## config.mk

```make
export PLATFORM = sky130hd
export DESIGN_NAME = pcc_regs
export DESIGN_NICKNAME = d
export VERILOG_FILES = /design/src/verilog/pcc_regs.v
export VERILOG_INCLUDE_DIRS = /design/src /design/src/verilog
export SDC_FILE = /design/constraint.sdc
export NUM_CORES = 1
export LEC_CHECK = 0
export BUFFER_PORTS_ARGS = -buffer_cell sky130_fd_sc_hd__buf_2
export CORE_ASPECT_RATIO = 0.9
export CORE_MARGIN = 8
export CORE_UTILIZATION = 60
export CTS_CLUSTER_SIZE = 20
export DETAILED_ROUTE_END_ITERATION = 8
export PLACE_DENSITY = 0.9
export SYNTH_ARGS = -nofsm -noshare
export SYNTH_HDL_FRONTEND = slang
export SYNTH_SLANG_ARGS = --single-unit
```

## constraint.sdc

```tcl
create_clock -name mclk -period 13.9 [get_ports mclk]
set_input_delay 0.695 -clock mclk [delete_from_list [all_inputs] [get_ports mclk]]
set_output_delay 0.695 -clock mclk [all_outputs]
set_load 0.01 [all_outputs]
```

## src/verilog/pcc_defines.vh

```
// constants for the protection, cache and lockdown control registers
`ifndef PCC_DEFINES_VH
`define PCC_DEFINES_VH
// primary register numbers
`define PCC_PRI_CTRL      4'h1
`define PCC_PRI_REGION    4'h6
`define PCC_PRI_CACHEOP   4'h7
`define PCC_PRI_LOCKTCM   4'h9
`define PCC_PRI_COMPAT    4'hF
// secondary register field values
`define PCC_SEC_C0        4'h0
`define PCC_SEC_C1        4'h1
`define PCC_SEC_C5        4'h5
`define PCC_SEC_C6        4'h6
`define PCC_SEC_C8        4'h8
`define PCC_SEC_C10       4'hA
`define PCC_SEC_C13       4'hD
`define PCC_SEC_C14       4'hE
// operation selector values
`define PCC_SEL0          3'h0
`define PCC_SEL1          3'h1
`define PCC_SEL2          3'h2
`define PCC_SEL4          3'h4
// field positions
`define PCC_BASE_RANGE    31:12
`define PCC_SIZE_RANGE    5:1
`define PCC_EN_BIT        0
`define PCC_LOAD_BIT      31
`define PCC_SEG_RANGE     1:0
`define PCC_IDXSEG_RANGE  31:30
`define PCC_IDX_LSB       5
`define PCC_PROT_EN_BIT   0
// size codes: 4KB lowest legal, shift adds one
`define PCC_SIZE_MIN      5'h0B
`define PCC_SIZE_SHIFT    6'h01
`define PCC_ALL_ONES      32'hFFFFFFFF
`define PCC_ZERO32        32'h00000000
`define PCC_BASE_RESET    20'h00000
// cache operation codes driven to the cache controllers
`define PCC_OP_NONE       4'h0
`define PCC_OP_IFLUSH_ALL 4'h1
`define PCC_OP_IFLUSH_ADR 4'h2
`define PCC_OP_IPREFETCH  4'h3
`define PCC_OP_DFLUSH_ALL 4'h4
`define PCC_OP_DFLUSH_ADR 4'h5
`define PCC_OP_DCLEAN_ADR 4'h6
`define PCC_OP_DCLFL_ADR  4'h7
`define PCC_OP_DCLEAN_IDX 4'h8
`define PCC_OP_DCLFL_IDX  4'h9
`endif

```

## src/verilog/pcc_regs.v

```verilog
// protection region, cache operation, lockdown and tcm region registers
`timescale 1ns/1ns
`default_nettype none
`include "pcc_defines.vh"

module pcc_regs #(
  parameter IDX_TOP = 9
) (
  input  wire                   mclk,
  input  wire                   srst,
  input  wire                   cpWrite,
  input  wire                   cpRead,
  input  wire [3:0]             cpPrimary,
  input  wire [3:0]             cpSecondary,
  input  wire [2:0]             cpSelector,
  input  wire [31:0]            cpWdata,
  output reg  [31:0]            cpRdata_ff,
  output reg                    cpRdValid_ff,
  output reg                    cpStall_ff,
  input  wire                   fast_irq_request_n,
  input  wire                   normal_irq_request_n,
  input  wire                   external_debug_request,
  input  wire                   debug_permit,
  input  wire                   debugReqBit,
  input  wire                   linefetchBusy,
  input  wire                   wbEmpty,
  input  wire [4:0]             dtcmSizeStrap,
  input  wire [4:0]             itcmSizeStrap,
  input  wire [31:0]            chkAddr,
  output reg  [7:0]             chkHit_ff,
  output reg                    protEnable_ff,
  output reg                    cacheOpValid_ff,
  output reg  [3:0]             cacheOpCode_ff,
  output reg  [31:0]            cacheOpAddr_ff,
  output reg  [1:0]             cacheOpSegment_ff,
  output reg  [IDX_TOP-5:0]     cacheOpIndex_ff,
  output reg                    wbDrainReq_ff,
  output reg                    coreHalt_ff,
  output reg                    lowPower_ff,
  output reg                    enterDebug_ff,
  output reg                    irqWake_ff,
  output reg                    dLockLoad_ff,
  output reg  [1:0]             dLockSeg_ff,
  output reg                    iLockLoad_ff,
  output reg  [1:0]             iLockSeg_ff,
  output reg  [19:0]            dtcmBase_ff,
  output reg  [4:0]             dtcmSize_ff,
  output reg  [4:0]             itcmSize_ff
);

  ////////////////////////////////////////////////////////////////////////////
  // states of the command sequencer
  localparam [1:0] ST_IDLE  = 2'b00;
  localparam [1:0] ST_PEND  = 2'b01;
  localparam [1:0] ST_DRAIN = 2'b10;
  localparam [1:0] ST_WFI   = 2'b11;

  reg  [1:0]  state_ff;
  reg  [1:0]  nxt_state;
  reg  [19:0] regBase_ff [0:7];
  reg  [4:0]  regSize_ff [0:7];
  reg  [7:0]  regEn_ff;
  reg  [3:0]  pendOp_ff;
  reg  [3:0]  nxt_pendOp;
  reg  [31:0] pendData_ff;
  reg  [31:0] rdMux;
  reg  [3:0]  decOp;
  reg         decDrain;
  reg         decWfi;
  reg         nxt_opValid;
  reg  [3:0]  nxt_opCode;
  reg         nxt_enterDebug;
  reg         nxt_irqWake;
  wire [7:0]  hitVec;
  wire        idleWrite;
  wire        regionWrite;
  wire        irqWakeReq;
  wire        dbgWakeReq;
  wire        opWaits;
  wire [31:0] opWord;

  ////////////////////////////////////////////////////////////////////////////
  // write decode helpers
  assign idleWrite   = cpWrite & (state_ff == ST_IDLE);
  // selector 1 writes are dropped so a stray one cannot corrupt a region
  assign regionWrite = idleWrite & (cpPrimary == `PCC_PRI_REGION) & ~cpSecondary[3] &
                       (cpSelector == `PCC_SEL0);
  // interrupt wake ignores the status-word masks
  assign irqWakeReq  = ~fast_irq_request_n | ~normal_irq_request_n;
  assign dbgWakeReq  = debug_permit & (external_debug_request | debugReqBit);
  // prefetch is no clean or flush, so it never waits for a linefetch
  assign opWaits     = linefetchBusy & (decOp != `PCC_OP_IPREFETCH);
  assign opWord      = (state_ff == ST_PEND) ? pendData_ff : cpWdata;

  ////////////////////////////////////////////////////////////////////////////
  // region registers: only enables reset, base and size are don't-care until enabled
  always @(posedge mclk) begin
    if (srst) begin
      regEn_ff <= 8'h00;
    end else if (regionWrite) begin
      regEn_ff[cpSecondary[2:0]] <= cpWdata[`PCC_EN_BIT];
    end
    if (regionWrite) begin
      regBase_ff[cpSecondary[2:0]] <= cpWdata[`PCC_BASE_RANGE];
      regSize_ff[cpSecondary[2:0]] <= cpWdata[`PCC_SIZE_RANGE];
    end
  end

  ////////////////////////////////////////////////////////////////////////////
  // region match per region; misaligned bases give a masked compare only
  genvar gi;
  generate
    for (gi = 0; gi < 8; gi = gi + 1) begin : gRegion
      wire [5:0]  sizeLog;
      wire [31:0] cmpMask;
      assign sizeLog = {1'b0, regSize_ff[gi]} + `PCC_SIZE_SHIFT;
      assign cmpMask = `PCC_ALL_ONES << sizeLog;
      // reserved size codes never match
      assign hitVec[gi] = protEnable_ff & regEn_ff[gi] & (regSize_ff[gi] >= `PCC_SIZE_MIN) &
                          (((chkAddr ^ {regBase_ff[gi], 12'h000}) & cmpMask) ==
                           `PCC_ZERO32);
    end
  endgenerate

  // registered so the check output comes from a flop
  always @(posedge mclk) begin
    if (srst) begin
      chkHit_ff <= 8'h00;
    end else begin
      chkHit_ff <= hitVec;
    end
  end

  ////////////////////////////////////////////////////////////////////////////
  // control register enable bit, lockdown and tcm region registers
  always @(posedge mclk) begin
    if (srst) begin
      protEnable_ff <= 1'b0;
      dLockLoad_ff  <= 1'b0;
      dLockSeg_ff   <= 2'b00;
      iLockLoad_ff  <= 1'b0;
      iLockSeg_ff   <= 2'b00;
      dtcmBase_ff   <= `PCC_BASE_RESET;
      dtcmSize_ff   <= dtcmSizeStrap;                                // sizes start at the straps
      itcmSize_ff   <= itcmSizeStrap;
    end else if (idleWrite) begin
      if ((cpPrimary == `PCC_PRI_CTRL) && (cpSecondary == `PCC_SEC_C0) &&
          (cpSelector == `PCC_SEL0)) begin
        protEnable_ff <= cpWdata[`PCC_PROT_EN_BIT];
      end
      if ((cpPrimary == `PCC_PRI_LOCKTCM) && (cpSecondary == `PCC_SEC_C0)) begin
        if (cpSelector == `PCC_SEL0) begin
          dLockLoad_ff <= cpWdata[`PCC_LOAD_BIT];
          dLockSeg_ff  <= cpWdata[`PCC_SEG_RANGE];
        end else if (cpSelector == `PCC_SEL1) begin
          iLockLoad_ff <= cpWdata[`PCC_LOAD_BIT];
          iLockSeg_ff  <= cpWdata[`PCC_SEG_RANGE];
        end
      end
      if ((cpPrimary == `PCC_PRI_LOCKTCM) && (cpSecondary == `PCC_SEC_C1)) begin
        if (cpSelector == `PCC_SEL0) begin
          dtcmBase_ff <= cpWdata[`PCC_BASE_RANGE];
          dtcmSize_ff <= cpWdata[`PCC_SIZE_RANGE];
        end else if (cpSelector == `PCC_SEL1) begin
          // instruction tcm base is fixed, only the size is kept
          itcmSize_ff <= cpWdata[`PCC_SIZE_RANGE];
        end
      end
    end
  end

  ////////////////////////////////////////////////////////////////////////////
  // read multiplexer; unmapped reads return zero
  always @* begin
    rdMux = `PCC_ZERO32;
    case (cpPrimary)
      `PCC_PRI_CTRL: begin
        rdMux[`PCC_PROT_EN_BIT] = protEnable_ff;
      end
      `PCC_PRI_REGION: begin
        // selector 1 is the legacy read path
        if (((cpSelector == `PCC_SEL0) || (cpSelector == `PCC_SEL1)) &&
            (cpSecondary[3] == 1'b0)) begin
          rdMux[`PCC_BASE_RANGE] = regBase_ff[cpSecondary[2:0]];
          rdMux[`PCC_SIZE_RANGE] = regSize_ff[cpSecondary[2:0]];
          rdMux[`PCC_EN_BIT]     = regEn_ff[cpSecondary[2:0]];
        end
      end
      `PCC_PRI_LOCKTCM: begin
        if ((cpSecondary == `PCC_SEC_C0) && (cpSelector == `PCC_SEL0)) begin
          rdMux[`PCC_LOAD_BIT]  = dLockLoad_ff;
          rdMux[`PCC_SEG_RANGE] = dLockSeg_ff;
        end else if ((cpSecondary == `PCC_SEC_C0) && (cpSelector == `PCC_SEL1)) begin
          rdMux[`PCC_LOAD_BIT]  = iLockLoad_ff;
          rdMux[`PCC_SEG_RANGE] = iLockSeg_ff;
        end else if ((cpSecondary == `PCC_SEC_C1) && (cpSelector == `PCC_SEL0)) begin
          rdMux[`PCC_BASE_RANGE] = dtcmBase_ff;
          rdMux[`PCC_SIZE_RANGE] = dtcmSize_ff;
        end else if ((cpSecondary == `PCC_SEC_C1) && (cpSelector == `PCC_SEL1)) begin
          rdMux[`PCC_SIZE_RANGE] = itcmSize_ff;
        end
      end
      default: rdMux = `PCC_ZERO32;
    endcase
  end

  // read data is held until the next read
  always @(posedge mclk) begin
    if (srst) begin
      cpRdata_ff   <= `PCC_ZERO32;
      cpRdValid_ff <= 1'b0;
    end else begin
      cpRdValid_ff <= cpRead;
      if (cpRead) begin
        cpRdata_ff <= rdMux;
      end
    end
  end

  ////////////////////////////////////////////////////////////////////////////
  // cache operation decode
  always @* begin
    decOp    = `PCC_OP_NONE;
    decDrain = 1'b0;
    decWfi   = 1'b0;
    if (cpPrimary == `PCC_PRI_CACHEOP) begin
      case ({cpSecondary, cpSelector})
        {`PCC_SEC_C5, `PCC_SEL0}:  decOp = `PCC_OP_IFLUSH_ALL;
        {`PCC_SEC_C5, `PCC_SEL1}:  decOp = `PCC_OP_IFLUSH_ADR;
        {`PCC_SEC_C13, `PCC_SEL1}: decOp = `PCC_OP_IPREFETCH;
        {`PCC_SEC_C6, `PCC_SEL0}:  decOp = `PCC_OP_DFLUSH_ALL;
        {`PCC_SEC_C6, `PCC_SEL1}:  decOp = `PCC_OP_DFLUSH_ADR;
        {`PCC_SEC_C10, `PCC_SEL1}: decOp = `PCC_OP_DCLEAN_ADR;
        {`PCC_SEC_C14, `PCC_SEL1}: decOp = `PCC_OP_DCLFL_ADR;
        {`PCC_SEC_C10, `PCC_SEL2}: decOp = `PCC_OP_DCLEAN_IDX;
        {`PCC_SEC_C14, `PCC_SEL2}: decOp = `PCC_OP_DCLFL_IDX;
        {`PCC_SEC_C10, `PCC_SEL4}: decDrain = 1'b1;
        {`PCC_SEC_C0, `PCC_SEL4}:  decWfi = 1'b1;
        default:                   decOp = `PCC_OP_NONE;
      endcase
    end else if ((cpPrimary == `PCC_PRI_COMPAT) && (cpSecondary == `PCC_SEC_C8) &&
                 (cpSelector == `PCC_SEL2)) begin
      decWfi = 1'b1;
    end
  end

  ////////////////////////////////////////////////////////////////////////////
  // command sequencer
  always @* begin
    nxt_state      = state_ff;
    nxt_pendOp     = pendOp_ff;
    nxt_opValid    = 1'b0;
    nxt_opCode     = cacheOpCode_ff;
    nxt_enterDebug = 1'b0;
    nxt_irqWake    = 1'b0;
    case (state_ff)
      ST_IDLE: begin
        if (cpWrite && decWfi) begin
          nxt_state = ST_WFI;
        end else if (cpWrite && decDrain) begin
          nxt_state = ST_DRAIN;
        end else if (cpWrite && (decOp != `PCC_OP_NONE)) begin
          if (opWaits) begin
            nxt_state  = ST_PEND;
            nxt_pendOp = decOp;
          end else begin
            nxt_opValid = 1'b1;
            nxt_opCode  = decOp;
          end
        end
      end
      ST_PEND: begin
        if (!linefetchBusy) begin
          nxt_state   = ST_IDLE;
          nxt_opValid = 1'b1;
          nxt_opCode  = pendOp_ff;
        end
      end
      ST_DRAIN: begin
        if (wbEmpty) begin
          nxt_state = ST_IDLE;
        end
      end
      ST_WFI: begin
        // debug wins when both arrive so debug state comes first
        if (dbgWakeReq) begin
          nxt_state      = ST_IDLE;
          nxt_enterDebug = 1'b1;
        end else if (irqWakeReq) begin
          nxt_state   = ST_IDLE;
          nxt_irqWake = 1'b1;
        end
      end
      default: nxt_state = ST_IDLE;
    endcase
  end

  // the pending word is caught with the command; no reset, read only after a capture
  always @(posedge mclk) begin
    if (idleWrite) begin
      pendData_ff <= cpWdata;
    end
  end

  // sequencer flops and command outputs
  always @(posedge mclk) begin
    if (srst) begin
      state_ff          <= ST_IDLE;
      pendOp_ff         <= `PCC_OP_NONE;
      cpStall_ff        <= 1'b0;
      cacheOpValid_ff   <= 1'b0;
      cacheOpCode_ff    <= `PCC_OP_NONE;
      cacheOpAddr_ff    <= `PCC_ZERO32;
      cacheOpSegment_ff <= 2'b00;
      cacheOpIndex_ff   <= {(IDX_TOP-4){1'b0}};
      wbDrainReq_ff     <= 1'b0;
      coreHalt_ff       <= 1'b0;
      lowPower_ff       <= 1'b0;
      enterDebug_ff     <= 1'b0;
      irqWake_ff        <= 1'b0;
    end else begin
      state_ff        <= nxt_state;
      pendOp_ff       <= nxt_pendOp;
      // core stalls for every cycle that the sequencer is busy
      cpStall_ff      <= (nxt_state != ST_IDLE);
      cacheOpValid_ff <= nxt_opValid;
      cacheOpCode_ff  <= nxt_opCode;
      if (nxt_opValid) begin
        // address and index views are both taken from the same word
        cacheOpAddr_ff    <= opWord;
        cacheOpSegment_ff <= opWord[`PCC_IDXSEG_RANGE];
        cacheOpIndex_ff   <= opWord[IDX_TOP:`PCC_IDX_LSB];
      end
      // drain continues through the halt until the buffer is empty
      wbDrainReq_ff <= ((nxt_state == ST_DRAIN) ||
                        (nxt_state == ST_WFI)) && !wbEmpty;
      coreHalt_ff   <= (nxt_state == ST_WFI);
      lowPower_ff   <= (nxt_state == ST_WFI);
      enterDebug_ff <= nxt_enterDebug;
      irqWake_ff    <= nxt_irqWake;
    end
  end

endmodule // pcc_regs
`default_nettype wire

```

### Word-level counts from Yosys, hierarchy flattened

Memory sizes are Yosys's and may differ from the RTL's.
Cells that the tools add are included.

| storage, ports and cells | value |
|---|---|
| register bits | 167 |
| RAM bits | 200 |
| output and inout bits | 128 |
| memories kept | 2 |

| operators by class | value |
|---|---|
| add/sub/neg operators | 8 |
| magnitude comparators | 10 |
| equal/unequal tests | 32 |
| shift operators | 8 |
| muxes and demuxes | 64 |
| bitwise gates (word level) | 55 |
| reduce and logical (&&, ||, !) cells | 47 |

Memory list:

| memory | depth | bits a word | read ports | clocked after memory_dff | write ports | RTL line | source |
|---|---|---|---|---|---|---|---|
| regBase_ff | 8 | 20 | 9 | 0 | 1 | pcc_regs.v:60 | `reg [19:0] regBase_ff [0:7];` |
| regSize_ff | 8 | 5 | 9 | 0 | 1 | pcc_regs.v:61 | `reg [4:0] regSize_ff [0:7];` |

Operators with widths:

| cell | count |
|---|---|
| bitwise AND 32 bit | 8 |
| zero test 32 bit | 8 |
| left shift 32 x 6 -> 32 bit, first input constant | 8 |
| bitwise XOR 32 bit | 8 |
| 2-to-1 mux 5 bit | 11 |
| adder 5 x 1 -> 6 bit, second input constant | 8 |
| == test 7 bit, second input constant | 6 |
| >= comparator 5 x 4 -> 1 bit, second input constant | 8 |
| 2-to-1 mux 20 bit | 2 |
| case mux 20 bit (2 select lines) | 1 |
| 2-to-1 mux 19 bit | 2 |
| case mux 4 bit (9 select lines) | 1 |
| 2-to-1 mux 32 bit | 1 |
| 2-to-1 mux 4 bit | 8 |
| bitwise AND 1 bit | 30 |
| == test 7 x 6 -> 1 bit, second input constant | 4 |
| 2-to-1 mux 1 bit | 20 |
| 2-to-1 mux 2 bit | 9 |
| logical AND 1 bit | 16 |
| == test 4 bit, second input constant | 3 |
| nonzero test 2 bit | 6 |
| != test 2 bit, second input constant | 5 |
| case mux 5 bit (2 select lines) | 1 |
| AND reduction 3 bit | 3 |
| other kinds (33) | 47 |

### Longest topological paths before layout

| logic depth | value |
|---|---|
| depth after elaboration | 13 |
| depth in mapped cells | 11 |
| gate-level depth less buffers | 10 |

### Worst setup path before layout

OpenSTA, ideal clock, no wires.

| path | value |
|---|---|
| path kind | in2reg |
| start | input cpWrite |
| end | memory regBase_ff[7][0], enable pin |
| setup time | 408 ps |
| arrival time | 4960 ps |
| slack | 8532 ps |
| stages | 4 |
| path buffers | 0 |
| path through | nor3b_1 -> nor2b_1 -> nand2_1 -> nor2_1 |

| between the ends | value |
|---|---|
| word-level cells in the longest chain between the ends | 6 |

Ends and longest elaborated chain:

| element | RTL line | source |
|---|---|---|
| start, declared | pcc_regs.v:11 | `input wire cpWrite,` |
| bitwise AND 1 bit | pcc_regs.v:84 | `assign idleWrite = cpWrite & (state_ff == ST_IDLE);` |
| bitwise AND 1 bit (3 in series) | pcc_regs.v:86 | `` assign regionWrite = idleWrite & (cpPrimary == `PCC_PRI_REGION) & ~cpSecondary[3] & `` |
| 2-to-1 mux 1 bit | pcc_regs.v:103 | `if (regionWrite) begin` |
| 2-to-1 mux 1 bit | pcc_regs.v:104 | `` regBase_ff[cpSecondary[2:0]] <= cpWdata[`PCC_BASE_RANGE]; `` |
| end, declared | pcc_regs.v:60 |  |

No other way between the ends.

### Worst setup path after layout

| path | value |
|---|---|
| start | input cpSecondary[1] |
| end | register cacheOpAddr_ff[18] |

| between the ends | value |
|---|---|
| word-level cells in the longest chain between the ends | 10 |
| elaborated cells between the ends (all ways) | 32 |
| classes of those cells | eq/ne (13); mux (12); bitwise (1); reduce/logical (6) |

Ends and longest elaborated chain:

| element | RTL line | source |
|---|---|---|
| start, declared | pcc_regs.v:14 | `input wire [3:0] cpSecondary,` |
| == test 7 bit / == test 7 x 6 -> 1 bit (equally long branches) | pcc_regs.v:227 | `case ({cpSecondary, cpSelector})` |
| case mux 4 bit (9 select lines) | pcc_regs.v:227 |  |
| 2-to-1 mux 4 bit | pcc_regs.v:226 | `` if (cpPrimary == `PCC_PRI_CACHEOP) begin `` |
| != test 4 x 2 -> 1 bit (no source line) | -- |  |
| bitwise AND 1 bit | pcc_regs.v:92 | `` assign opWaits = linefetchBusy & (decOp != `PCC_OP_IPREFETCH); `` |
| 2-to-1 mux 1 bit | pcc_regs.v:263 | `if (opWaits) begin` |
| 2-to-1 mux 1 bit | pcc_regs.v:262 | `` end else if (cpWrite && (decOp != `PCC_OP_NONE)) begin `` |
| 2-to-1 mux 1 bit | pcc_regs.v:260 | `end else if (cpWrite && decDrain) begin` |
| 2-to-1 mux 1 bit * | pcc_regs.v:258 | `if (cpWrite && decWfi) begin` |
| case mux 1 bit (2 select lines) * | pcc_regs.v:256 | `case (state_ff)` |
| end signal, assigned | pcc_regs.v:313 | `` cacheOpAddr_ff <= `PCC_ZERO32; `` |
| end signal, assigned | pcc_regs.v:330 | `cacheOpAddr_ff <= opWord;` |
| end, declared | pcc_regs.v:34 | `output reg [31:0] cacheOpAddr_ff,` |

Mark *: on every way between the ends. The rest lies on a longest branch, timed or not.
A chain may end at the register's enable or synchronous reset.

==> results.txt <==
Critical Path Slowest Stage Cell - buf_4
final wirelength - 67430 um
die footprint - 0.03793 mm^2
setup repair bufs after CTS - 0
total CTS buffers - 38
min-delay src - wbEmpty
worst r2r path cells - 9
CP startpoint - cpSecondary[1]
Die W - 204.4 um
Ports - 224
top cell type's share of synthesized area - 37.92%
Power Density - 109.6 mW/mm^2
GRT Util Overall - 34.81%
Leak - 7.753 nW
post-synthesis sequential area ratio - 50.24%
First-pass DRT Iterations - 6
core area - 0.03165 mm^2
internal power - 1.796 mW
largest net degree at the start of global routing - 79
placed insts - 2234
FF/Latch Area - 0.009629 mm^2
H-tree depth - 2
Port Buf Inserts - 217
Final ANT Viol Nets - 0
outcome - completed
vias in the first global route - 14940
part of the cycle the worst path needs - 24.39%
Syn. warnings - 0
num rows - 62
NetSw - 0.5749 mW
Synth Area per Inst - 11.26 um^2
Critical R2R Launch - regSize_ff[6][1]
number of flops mapped to enable cells by yosys - 242
worst vdd ir - 0.1139 mV
total congestion overflow - 0
Worst Path Arrival - 3820 ps
die height - 185.6 um
Max clock buf depth - 3
post-DP HPWL - 48860 um
Starting Density - 60.56%
clock sink count - 360
CP required - 14330 ps
Clk pwr share - 42.6%
number of hold violations in the final report - 0
crit path cell chain - buf_2, buf_4, or4b_1, a21oi_1, o211a_1, nand2b_1, o32ai_4, buf_4, nor2_1, a211oi_2
area of the multi-input gates - 0.008939 mm^2
Sequential Power Share - 48.9%
CP Capture Type - flop
Peak Freq - 0.2949 GHz
final max-slew violation count - 0
hold buffers post-CTS - 0
clk_lat worst skew - 540 ps
CTS Root Cell - clkbuf_16
routability cong. - 0.9963
post-CTS sizing - 0
share of cells above drive strength 1 - 20.85%
end of the worst hold path - wbDrainReq_ff
fill cell count - 2238
CTS tree - done
post-layout min period - 3391 ps
drt drc - 0
Nets - 1986
switching share of total power - 24.25%
Overall Power - 2.371 mW
initial antenna violation count - 2
worst min path class - in -> reg
Rel. slew slack - 11.84%
via count - 15490
FFs w/ async S/R, synth - 0%
first-pass GRT wire length - 98280 um
Yosys top cell by area - edfxtp_1
worst-margin pin slew - 1313 ps
Crit path top cell by count - buf_4
critical-path maximum fanout - 73
area grow syn2layout - 12.88%
startpoint types - primary input
worst hold stages - 2
flop-to-flop setup slack - 10820 ps
Avg WL per Cell - 29.29 um
top post-synthesis cells by area - edfxtp_1, dfxtp_1, mux4_2, xnor2_1, mux2i_1
post-DR vias/cell - 6.727
Non-Filler Instances - 2302
flops & latches, synth - 360
Distinct cells, synth - 76
critical register-to-register path endpoint - chkHit_ff[6]
Synth Cell Area - 0.01917 mm^2
Layout Utilization - 68.35%
RSZ-0062 raised after global routing - no
ys flop type - edfxtp_1
DR iter-0 viols - 2306
Mapped Cells - 1702
setup TNS - 0 ps
Setup CP Type - in -> reg
Logic pwr share - 8.5%
clock skew - 18.34 ps
final setup violating endpoints - 0
clk slew on worst S/H paths - 70 ps
slowest cell delay on critical path - 720 ps
max-cap violation count - 0
Yosys cell counts (all sizes together) (6+ instances only):
master / instances
nor3: 14
nand4: 17
o22ai: 18
a21o: 6
edfxtp: 242
o31a: 6
nand2b: 17
clkbuf: 74
nand3b: 6
nand3: 34
buf: 42
o2111ai: 6
and3: 9
maj3: 12
inv: 38
ha: 32
xnor2: 99
o21ai: 73
a211oi: 69
o211ai: 8
nand2: 135
mux2i: 76
mux4: 53
xor2: 82
a21oi: 106
a22oi: 7
o21a: 6
a31oi: 13
dfxtp: 118
a221oi: 8
nor2: 156
o221ai: 8
nor2b: 17
metal layers:
metal	wire length, um	vias up	global-route usage, %	share of wire [%]
li1	-	6625	-	-
met1	25960	7595	47.13	38
met2	29710	1089	52.89	44
met3	8952	174	10.23	13
met4	2798	2	12.46	4.1
met5	10	-	0	0.015
worst max-delay path, delay by kind of cell:
family / cells / cell delay (ps)
simple gates: 3 / 890
compound gates: 4 / 950
buf+inv: 3 / 1190
sequential cells by signal, summed over array words and instances, names as in the netlist, 2 cells and up:
signal	flops
cacheOpAddr_ff	32
chkHit_ff	8
pendData_ff	32
dtcmBase_ff	20
pendOp_ff	4
iLockSeg_ff	2
dLockSeg_ff	2
regEn_ff	8
dtcmSize_ff	5
itcmSize_ff	5
regBase_ff	160
state_ff	2
regSize_ff	40
cacheOpCode_ff	4
cpRdata_ff	26
placed cells by master, fill, tap and decap left out, types with 9 or more instances in the layout:
master     count
a211oi_1      36
a211oi_2      33
a21oi_1      106
a31oi_1       13
and3_1         9
buf_2        215
buf_4         12
clkbuf_16     41
dfxtp_1      118
edfxtp_1     242
ha_1          32
inv_1         38
maj3_1        12
mux2i_1       76
mux4_2        53
nand2_1      135
nand2b_1      17
nand3_1       34
nand4_1       17
nor2_1       148
nor2b_1       16
nor3_1        14
o21ai_0       71
o22ai_1       18
xnor2_1       99
xor2_1        81
worst max-delay path by stage:
stage | cells past startpoint | to
floorplan | 4 | regBase_ff[7][0]
global placement | 10 | cacheOpAddr_ff[18]
detailed placement | 10 | cacheOpCode_ff[3]
CTS | 10 | cacheOpAddr_ff[18]
global route | 10 | cacheOpAddr_ff[18]
finish | 10 | cacheOpAddr_ff[18]
stage by stage:
stage	setup slack [ps]	hold WS, ps	instance area [um^2]
after floorplan	8532	430.9	19180
after global placement	10270	452.4	20400
after detailed placement	10130	456.4	20400
after CTS	10570	320.1	21630
after global routing	10320	333.1	21630
final	10510	330.8	21630
power groups by stage:
| stage | Combinational (mW) | Clock [mW] | Sequential, mW |
|---|---|---|---|
| final | 0.201 | 1.01 | 1.16 |
| after global routing | 0.210 | 1.05 | 1.16 |
| after CTS | 0.196 | 1.01 | 1.16 |
| after detailed placement | 0.194 | 0 | 1.18 |
| after global placement | 0.191 | 0 | 1.18 |
| after floorplan | 0.106 | 0 | 1.19 |
cell type report:
cell class / count / share of cell area [%]
timing repair buffer: 227 / 5.390
clock inverter: 21 / 0.6940
antenna: 1 / 0.01157
sequential: 360 / 44.51
tap: 416 / 2.406
clock buffer: 46 / 5.014
multi-input combinational: 1193 / 41.32
inverter: 38 / 0.6593
kinds of logic (layout without fill, tap and decap cells):
kind of cell / after synthesis / in the layout / share of synthesized area (%)
XOR/XNOR: 181 / 181 / 8.310
other: 1 / 7 / 0.01957
AO/OA/AOI/OAI: 388 / 388 / 14.15
flip-flops: 360 / 360 / 50.24
multiplexers: 129 / 129 / 10.20
AND/OR/NAND/NOR: 445 / 445 / 10.77
adder cells (fa/ha/maj): 44 / 44 / 2.716
buffers and inverters: 154 / 332 / 3.597
Note: power is estimated with default switching activity, not from simulation.
